**src/design/efsg_map.svh**
```systemverilog
// Register offsets, field positions, reset values and codes of the fault and start guard block
// Assumes a single AHB-Lite slave decoded by the system, word registers only
`ifndef EFSG_MAP_SVH
`define EFSG_MAP_SVH

// ****************************************
// Register offsets (byte addresses)
// ****************************************
`define EFSG_OFF_FUNC     12'h000
`define EFSG_OFF_POL      12'h004
`define EFSG_OFF_CTRL     12'h008
`define EFSG_OFF_STATE    12'h00C
`define EFSG_OFF_ERROR    12'h010
`define EFSG_OFF_IRQ_STAT 12'h014
`define EFSG_OFF_IRQ_MASK 12'h018
`define EFSG_OFF_HISTORY  12'h01C

// ****************************************
// Function codes and error codes
// ****************************************
`define EFSG_FUNC_EXT_FAULT 5'd12
`define EFSG_FUNC_GUARD     5'd13
`define EFSG_ERR_NONE       8'h00
`define EFSG_ERR_EXT        8'h0C
`define EFSG_ERR_GUARD      8'h0D

// ****************************************
// Field positions
// ****************************************
`define EFSG_FUNC_W      5
`define EFSG_CTRL_RESET  0
`define EFSG_CTRL_ENABLE 1
`define EFSG_IRQ_EXT     0
`define EFSG_IRQ_GUARD   1
`define EFSG_IRQ_CLEAR   2

// ****************************************
// Reset values
// ****************************************
// Third terminal starts as the start guard: the power-up check runs before software can
// program the function select, so a zero default would leave the guard unreachable
`define EFSG_FUNC_RESET 25'h000_3400
`define EFSG_POL_RESET  5'h00
`define EFSG_CTRL_INIT  2'h2
`define EFSG_MASK_RESET 3'h0

`endif

```
**src/design/efsg_pkg.sv**
```systemverilog
// Types shared by the fault and start guard block
// Assumes the constants of efsg_map.svh
package efsg_pkg;

    typedef enum logic [1:0] {
        EFSG_STOP,
        EFSG_RUN,
        EFSG_EXT_TRIP,
        EFSG_GUARD_TRIP
    } efsg_state_type;

    typedef struct packed {
        logic [4:0] terminal;
        logic forward_run_command;
        logic reverse_run_command;
        logic fault_clear_terminal;
        logic keypad_reset;
    } efsg_inputs_type;

    typedef struct packed {
        logic motor_drive;
        logic alarm;
        logic [7:0] error_code;
    } efsg_outputs_type;

endpackage

```
**src/design/efsg_guard.sv**
```systemverilog
// Fault latch and power-up start guard of a motor drive controller, AHB-Lite register slave
// Assumes terminal inputs synchronous to hclk and hresetn applied at every power-up
//
// Contract
// RQ1 - Fault input rising edge trips, E12, stops output
// RQ2 - Fault trip latches until reset or power cycle
// RQ3 - Fault trip coasts motor, alarm at once
// RQ4 - Reset clears alarm, error; run resumes after
// RQ5 - Function 12 on any terminal selects fault
// RQ6 - Falling fault edge never trips; history kept
// RQ7 - Guarded fault clear needs fresh run edge
// RQ8 - Unguarded run at power-up starts immediately
// RQ9 - Guarded run at power-up trips E13, alarm
// RQ10 - Guard alarm clears on run off, reset
// RQ11 - Guard reset with run held restarts output
// RQ12 - Function 13 selects start guard behaviour
// RQ13 - Run applied after power-up starts normally
// RQ14 - Per-terminal polarity selects active-low contacts
// RQ15 - Inputs edge-detected, one trip per edge
// RQ16 - Active error code readable until cleared
//
// The AHB-Lite interface to the registers and the register offsets were decided locally.
`timescale 1ns/1ps
`include "efsg_map.svh"

module efsg_guard (
    input wire logic hclk,
    input wire logic hresetn,
    input wire logic hsel,
    input wire logic [31:0] haddr,
    input wire logic [1:0] htrans,
    input wire logic hwrite,
    input wire logic [2:0] hsize,
    input wire logic [31:0] hwdata,
    input wire logic hready,
    output logic [31:0] hrdata,
    output logic hreadyout,
    output logic hresp,
    input wire efsg_pkg::efsg_inputs_type pins,
    output efsg_pkg::efsg_outputs_type drive,
    output logic irq
);
    import efsg_pkg::*;

    // ****************************************
    // Registers
    // ****************************************
    logic [5*`EFSG_FUNC_W-1:0] function_select;
    logic [4:0] polarity_select;
    logic [1:0] ctrl;
    logic [2:0] irq_status;
    logic [2:0] irq_mask;
    logic [7:0] history;
    efsg_state_type state;
    efsg_state_type next_state;
    logic powerup;
    logic [4:0] term_q;
    logic run_q;
    logic clear_q;

    // ****************************************
    // Terminal decoding
    // ****************************************
    function automatic logic func_active(input logic [5*`EFSG_FUNC_W-1:0] sel,
                                         input logic [4:0] lvl,
                                         input logic [4:0] code);
        logic hit;
        hit = 1'b0;
        for (int i = 0; i < 5; i++) begin
            if (sel[i*`EFSG_FUNC_W +: `EFSG_FUNC_W] == code && lvl[i]) begin
                hit = 1'b1;
            end
        end
        return hit;
    endfunction

    logic [4:0] term_lvl;
    logic [4:0] term_rise;
    logic ext_rise;
    logic guard_on;
    logic run_cmd;
    logic run_rise;
    logic clear_cmd;
    logic clear_fall;

    assign term_lvl = pins.terminal ^ polarity_select; // RQ14
    assign term_rise = term_lvl & ~term_q; // RQ15
    assign ext_rise = func_active(function_select, term_rise, `EFSG_FUNC_EXT_FAULT); // RQ5 RQ6
    assign guard_on = func_active(function_select, term_lvl, `EFSG_FUNC_GUARD); // RQ12
    assign run_cmd = pins.forward_run_command | pins.reverse_run_command;
    assign run_rise = run_cmd & ~run_q;
    assign clear_cmd = pins.fault_clear_terminal | pins.keypad_reset | ctrl[`EFSG_CTRL_RESET];
    assign clear_fall = ~clear_cmd & clear_q;

    always_ff @(posedge hclk or negedge hresetn) begin
        if (!hresetn) begin
            term_q <= 5'h00;
            run_q <= 1'b0;
            clear_q <= 1'b0;
        end else begin
            term_q <= term_lvl;
            run_q <= run_cmd;
            clear_q <= clear_cmd;
        end
    end

    // ****************************************
    // Drive state machine
    // ****************************************
    // One cycle after release the power-up check runs; it sees run_cmd as held at power-up
    always_ff @(posedge hclk or negedge hresetn) begin
        if (!hresetn) begin
            powerup <= 1'b1;
        end else begin
            powerup <= 1'b0;
        end
    end

    always_comb begin
        next_state = state;
        unique case (state)
            EFSG_STOP: begin
                if (ext_rise) begin
                    next_state = EFSG_EXT_TRIP; // RQ1
                end else if (powerup && run_cmd) begin
                    next_state = guard_on ? EFSG_GUARD_TRIP : EFSG_RUN; // RQ8 RQ9
                end else if (run_rise || (run_cmd && clear_fall)) begin
                    next_state = EFSG_RUN; // RQ13 RQ7
                end
            end
            EFSG_RUN: begin
                if (ext_rise) begin
                    next_state = EFSG_EXT_TRIP; // RQ1 RQ3
                end else if (!run_cmd) begin
                    next_state = EFSG_STOP;
                end
            end
            EFSG_EXT_TRIP: begin
                // Held while the clear is asserted; the release decides the restart
                if (clear_fall) begin
                    next_state = (run_cmd && !guard_on) ? EFSG_RUN : EFSG_STOP; // RQ2 RQ4 RQ7
                end
            end
            EFSG_GUARD_TRIP: begin
                if (ext_rise) begin
                    next_state = EFSG_EXT_TRIP;
                end else if (!run_cmd) begin
                    next_state = EFSG_STOP; // RQ10
                end else if (clear_cmd) begin
                    next_state = EFSG_RUN; // RQ10 RQ11
                end
            end
        endcase
    end

    always_ff @(posedge hclk or negedge hresetn) begin
        if (!hresetn) begin
            state <= EFSG_STOP;
        end else begin
            state <= next_state;
        end
    end

    // Outputs from flip-flops, so alarm and coast follow the trip in the same edge
    always_ff @(posedge hclk or negedge hresetn) begin
        if (!hresetn) begin
            drive <= '0;
        end else begin
            drive.motor_drive <= (next_state == EFSG_RUN); // RQ3 RQ4
            drive.alarm <= (next_state == EFSG_EXT_TRIP) || (next_state == EFSG_GUARD_TRIP);
            unique case (next_state)
                EFSG_EXT_TRIP: drive.error_code <= `EFSG_ERR_EXT; // RQ16
                EFSG_GUARD_TRIP: drive.error_code <= `EFSG_ERR_GUARD; // RQ16
                default: drive.error_code <= `EFSG_ERR_NONE;
            endcase
        end
    end

    // Trip history: last recorded trip code, kept until a reset clears it
    always_ff @(posedge hclk or negedge hresetn) begin
        if (!hresetn) begin
            history <= `EFSG_ERR_NONE;
        end else if (next_state == EFSG_EXT_TRIP && state != EFSG_EXT_TRIP) begin
            history <= `EFSG_ERR_EXT; // RQ6
        end else if (next_state == EFSG_GUARD_TRIP && state != EFSG_GUARD_TRIP) begin
            history <= `EFSG_ERR_GUARD;
        end else if (clear_cmd) begin
            history <= `EFSG_ERR_NONE;
        end
    end

    // ****************************************
    // AHB-Lite slave
    // ****************************************
    logic dp_write;
    logic dp_read;
    logic [11:0] dp_addr;
    logic read_stat;

    assign hreadyout = 1'b1;
    assign hresp = 1'b0;
    assign read_stat = dp_read && dp_addr == `EFSG_OFF_IRQ_STAT;

    always_ff @(posedge hclk or negedge hresetn) begin
        if (!hresetn) begin
            dp_write <= 1'b0;
            dp_read <= 1'b0;
            dp_addr <= 12'h000;
        end else begin
            dp_write <= hsel && hready && htrans[1] && hwrite;
            dp_read <= hsel && hready && htrans[1] && !hwrite;
            dp_addr <= haddr[11:0];
        end
    end

    always_ff @(posedge hclk or negedge hresetn) begin
        if (!hresetn) begin
            function_select <= `EFSG_FUNC_RESET;
            polarity_select <= `EFSG_POL_RESET;
            ctrl <= `EFSG_CTRL_INIT;
            irq_mask <= `EFSG_MASK_RESET;
        end else if (dp_write) begin
            unique case (dp_addr)
                `EFSG_OFF_FUNC: function_select <= hwdata[5*`EFSG_FUNC_W-1:0];
                `EFSG_OFF_POL: polarity_select <= hwdata[4:0];
                `EFSG_OFF_CTRL: ctrl <= hwdata[1:0];
                `EFSG_OFF_IRQ_MASK: irq_mask <= hwdata[2:0];
                default: ;
            endcase
        end
    end

    // Read of the status word clears it, but a new event in the same cycle wins
    logic [2:0] irq_events;
    assign irq_events = {clear_fall && state == EFSG_EXT_TRIP,
                         next_state == EFSG_GUARD_TRIP && state != EFSG_GUARD_TRIP,
                         next_state == EFSG_EXT_TRIP && state != EFSG_EXT_TRIP};

    always_ff @(posedge hclk or negedge hresetn) begin
        if (!hresetn) begin
            irq_status <= 3'h0;
        end else begin
            irq_status <= (read_stat ? 3'h0 : irq_status) | irq_events;
        end
    end

    assign irq = |(irq_status & irq_mask);

    always_comb begin
        hrdata = 32'h0000_0000;
        if (dp_read) begin
            unique case (dp_addr)
                `EFSG_OFF_FUNC: hrdata = {7'h00, function_select};
                `EFSG_OFF_POL: hrdata = {27'h000_0000, polarity_select};
                `EFSG_OFF_CTRL: hrdata = {30'h0000_0000, ctrl};
                `EFSG_OFF_STATE: hrdata = {27'h000_0000, drive.alarm, drive.motor_drive,
                                           guard_on, state};
                `EFSG_OFF_ERROR: hrdata = {24'h00_0000, drive.error_code};
                `EFSG_OFF_IRQ_STAT: hrdata = {29'h0000_0000, irq_status};
                `EFSG_OFF_IRQ_MASK: hrdata = {29'h0000_0000, irq_mask};
                `EFSG_OFF_HISTORY: hrdata = {24'h00_0000, history};
                default: hrdata = 32'h0000_0000;
            endcase
        end
    end

endmodule

```
**config.mk**
```make
export PLATFORM = sky130hd
export DESIGN_NAME = efsg_guard
export DESIGN_NICKNAME = d
export VERILOG_FILES = /design/src/design/efsg_pkg.sv /design/src/design/efsg_guard.sv
export VERILOG_INCLUDE_DIRS = /design/src /design/src/design
export SDC_FILE = /design/constraint.sdc
export NUM_CORES = 1
export LEC_CHECK = 0
export CORE_MARGIN = 4
export CORE_UTILIZATION = 40
export CTS_CLUSTER_SIZE = 40
export DETAILED_ROUTE_END_ITERATION = 10
export DONT_BUFFER_PORTS = 1
export GPL_TIMING_DRIVEN = 0
export MAX_ROUTING_LAYER = met4
export SETUP_SLACK_MARGIN = 0.15
export SLEW_MARGIN = 20
export SYNTH_ARGS = -nofsm -noshare
export SYNTH_HDL_FRONTEND = slang
export SYNTH_SLANG_ARGS = --single-unit
```
**constraint.sdc**
```tcl
create_clock -name hclk -period 6.3 [get_ports hclk]
set_input_delay 1.26 -clock hclk [delete_from_list [all_inputs] [get_ports hclk]]
set_output_delay 1.26 -clock hclk [all_outputs]
set_load 0.1 [all_outputs]
```
==> metrics.csv <==
stage,metric,value,unit
status,status,finished clean,
worst_setup_path,CP Launch Type,primary input,
global_route,initial antenna violation count,0,
clock_network,"Clk Latency, worst-skew pair",330,ps
global_route,total track usage,0.1494,
drt,via count,1984,
die,I/O pins,128,
clock_network,TritonCTS buffer count,9,
drt,Vias/cell,5.023,
worst_setup_path,CP Max Fanout,2,
power,Tot Pwr,0.001194,W
global_route,first-pass GRT wire length,10.92,mm
sta,clock skew after layout,5.842,ps
worst_setup_path,Critical R2R Launch,polarity_select[2],
worst_setup_path,WP data arrival,3230,ps
final_layout,layout net count,371,
global_route,grt ovf,0,
min_path,hold_sp,function_select[22],
synthesis,#FFs+latches synth,66,
min_path,Hold Path Sink,function_select[22],
clock_network,Clock transition at path regs,70,ps
die,row count,32,
power,Leak,1.663,nW
die,Die Y,97.61,µm
sta,relative slew slack,0.2525,
final_layout,Util after Layout,0.4728,
synthesis,Post-Synthesis Cells,264,
drt,Pre-antenna DRT Iters,4,
placement,RePlAce Congestion,0.8521,
drt,Routed Antenna Nets,0,
global_route,largest net degree at the start of global routing,67,
sta,"Slew Viols, Final",0,
min_path,HP Class,register to register,
worst_setup_path,critical path type,primary input to output pin,
placement,HPWL Detailed,5.133,mm
clock_network,H-tree levels,3,
power,pwr dens,325.0,nW/µm²
die,core area,7767,µm²
drt,initial DRC count,124,
min_path,worst hold path depth,1,
sta,RSZ-0062 raised after global routing,false,
sta,period utilization,0.7120,
clock_network,CTS resizes,0,
placement,Port Buffers,0,
placement,DP Area,3421,µm²
synthesis,Synth Area per Inst,12.17,µm²
sta,"Setup violations, final",0,
synthesis,synth warn,0,
global_route,vias in the first global route,2057,
sta,min cycle time layout,4486,ps
clock_network,TritonCTS clock tree,built,
synthesis,"Cell Area, Synth",3212,µm²
synthesis,Synth area leaders,"dfrtp_1 48%, mux2_4 9.3%, mux2_2 6.0%, and2_1 4.1%, dfstp_2 4.1%",
clock_network,CTS Root Cell,clkbuf_8,
drt,routed wire length,6.744,mm
sta,setup TNS,0,ps
sta,Max Fclk,222.9,MHz
final_layout,share of layout cells above drive strength 1,0.3140,
final_layout,Finished Cell Area,3672,µm²
sta,Final Hold Vio Count,0,
worst_setup_path,CP Capture Type,output pin,
drt,routed len/inst,17.07,µm
clock_network,post-CTS setup buffers,0,
die,Die W,97.61,µm
job,Max Cap Viol,0,
final_layout,Fill cells,719,
synthesis,Synth area leader,dfrtp_1,
worst_setup_path,worst reg2reg setup slack,4090,ps
synthesis,top_reg_cell synth,dfrtp_1,
synthesis,share of the yosys chip area belonging to registers,0.5162,
synthesis,Async SR Flop Fraction,1.000,
final_layout,Area Overhead vs Synth,14.34,%
die,Initial Utilization,0.4135,
synthesis,Synth top area share,0.4753,
synthesis,"Distinct cells, synth",53,
clock_network,cts hold-fix bufs,0,
synthesis,"EDFF count, synth",0,
clock_network,clock buffer depth,2,
worst_setup_path,r2r worst-path depth,8,
clock_network,Sink Count,66,
worst_setup_path,FF-to-FF End,irq_status[1],
die,DIE AREA,9527,µm²
drt,Remaining DRCs,0,
final_layout,ant diodes,0,
sta,Least-Margin Pin Slew,1120,ps
power,maximum VDD drop,0.0001280,V
worst_setup_path,CP required,5040,ps
[layout make-up]
cell class	count	area [µm²]	share of cell area
Clock buffer	10	137.6	0.03748
Inverter	10	37.54	0.01022
Multi-Input combinational cell	177	1429	0.3891
Clock inverter	6	113.9	0.03101
Sequential cell	66	1658	0.4514
Tap cell	102	127.6	0.03475
Buffer	24	168.9	0.04600
[kinds of logic (layout without fill, tap and decap cells)]
logic type	after synthesis	after routing	synth area share
mux	42	42	0.1726
other cells	2	15	0.002338
compound gates	29	29	0.07480
flops	66	66	0.5162
simple gates	85	85	0.1535
buf+inv	34	50	0.06427
xor+xnor	6	6	0.01636
[layer usage]
| metal | vias up | wire length (µm) | global-route usage |
|---|---|---|---|
| li1 | 945 | - | - |
| met1 | 971 | 2971 | 0.1872 |
| met2 | 59 | 3220 | 0.2277 |
| met3 | 9 | 430 | 0.04307 |
| met4 | 0 | 121 | 0.06070 |
| met5 | - | 0 | - |
[critical path, cell delays in order]
cell	delay, ps
xor2_1	180
nor4b_4	260
a222oi_1	140
and3_1	220
o22ai_1	230
a21oi_1	110
nor2_2	820
[worst max-delay path by stage]
stage                    start          to  slack (ps)  depth (start not counted)
finish                 pins[5]   hrdata[2]        1810                          7
global route        dp_addr[9]  hrdata[17]        1600                          8
CTS                    pins[5]   hrdata[2]        1770                          7
detailed placement     pins[5]   hrdata[2]        1770                          7
global placement       pins[5]   hrdata[2]        1350                          7
floorplan              pins[5]   hrdata[2]        1630                          7
[flip-flops by register name, indices dropped and copies added, names as in the netlist]
name             flops
clear_q              1
ctrl                 2
dp_addr             12
dp_read              1
dp_write             1
drive                3
function_select     25
history              2
irq_mask             3
irq_status           3
polarity_select      5
powerup              1
run_q                1
state                1
term_q               5
[stage by stage]
| stage | hold slack, ps | setup WS (ps) | instances |
|---|---|---|---|
| final | 531.4 | 1814 | 395 |
| after global routing | 543.7 | 1604 | 395 |
| after floorplan | 455.7 | 1625 | 277 |
| after detailed placement | 516.2 | 1769 | 379 |
| after global placement | 510.1 | 1348 | 379 |
| after CTS | 532.6 | 1769 | 395 |
[cell usage after synthesis (all sizes together) (4+ instances only)]
| cell type | n |
|---|---|
| buf | 20 |
| mux2i | 4 |
| nand2 | 16 |
| mux2 | 37 |
| and2 | 22 |
| dfrtp | 61 |
| dfstp | 5 |
| nor2 | 22 |
| inv | 10 |
| a21oi | 4 |
| nand3 | 5 |
| clkbuf | 4 |
[power by group]
| group | switching [W] | internal, W |
|---|---|---|
| Clock | 0.000164 | 0.000274 |
| Combinational | 0.000154 | 0.0000654 |
| Sequential | 0.0000748 | 0.000461 |
| Total | 0.000393 | 0.000800 |
[layout by cell type, fill, tap and decap left out, types with 4 or more instances in the layout]
cell type / count
dfrtp_1: 61
and2_1: 21
mux2_4: 20
nor2_1: 19
mux2_2: 17
buf_4: 17
conb_1: 15
nand2_1: 14
clkbuf_8: 10
inv_1: 8
nand3_1: 5
dfstp_2: 5
a21oi_1: 4
clkbuf_1: 4
mux2i_1: 4
No activity file was read; power rests on OpenSTA's default activity.
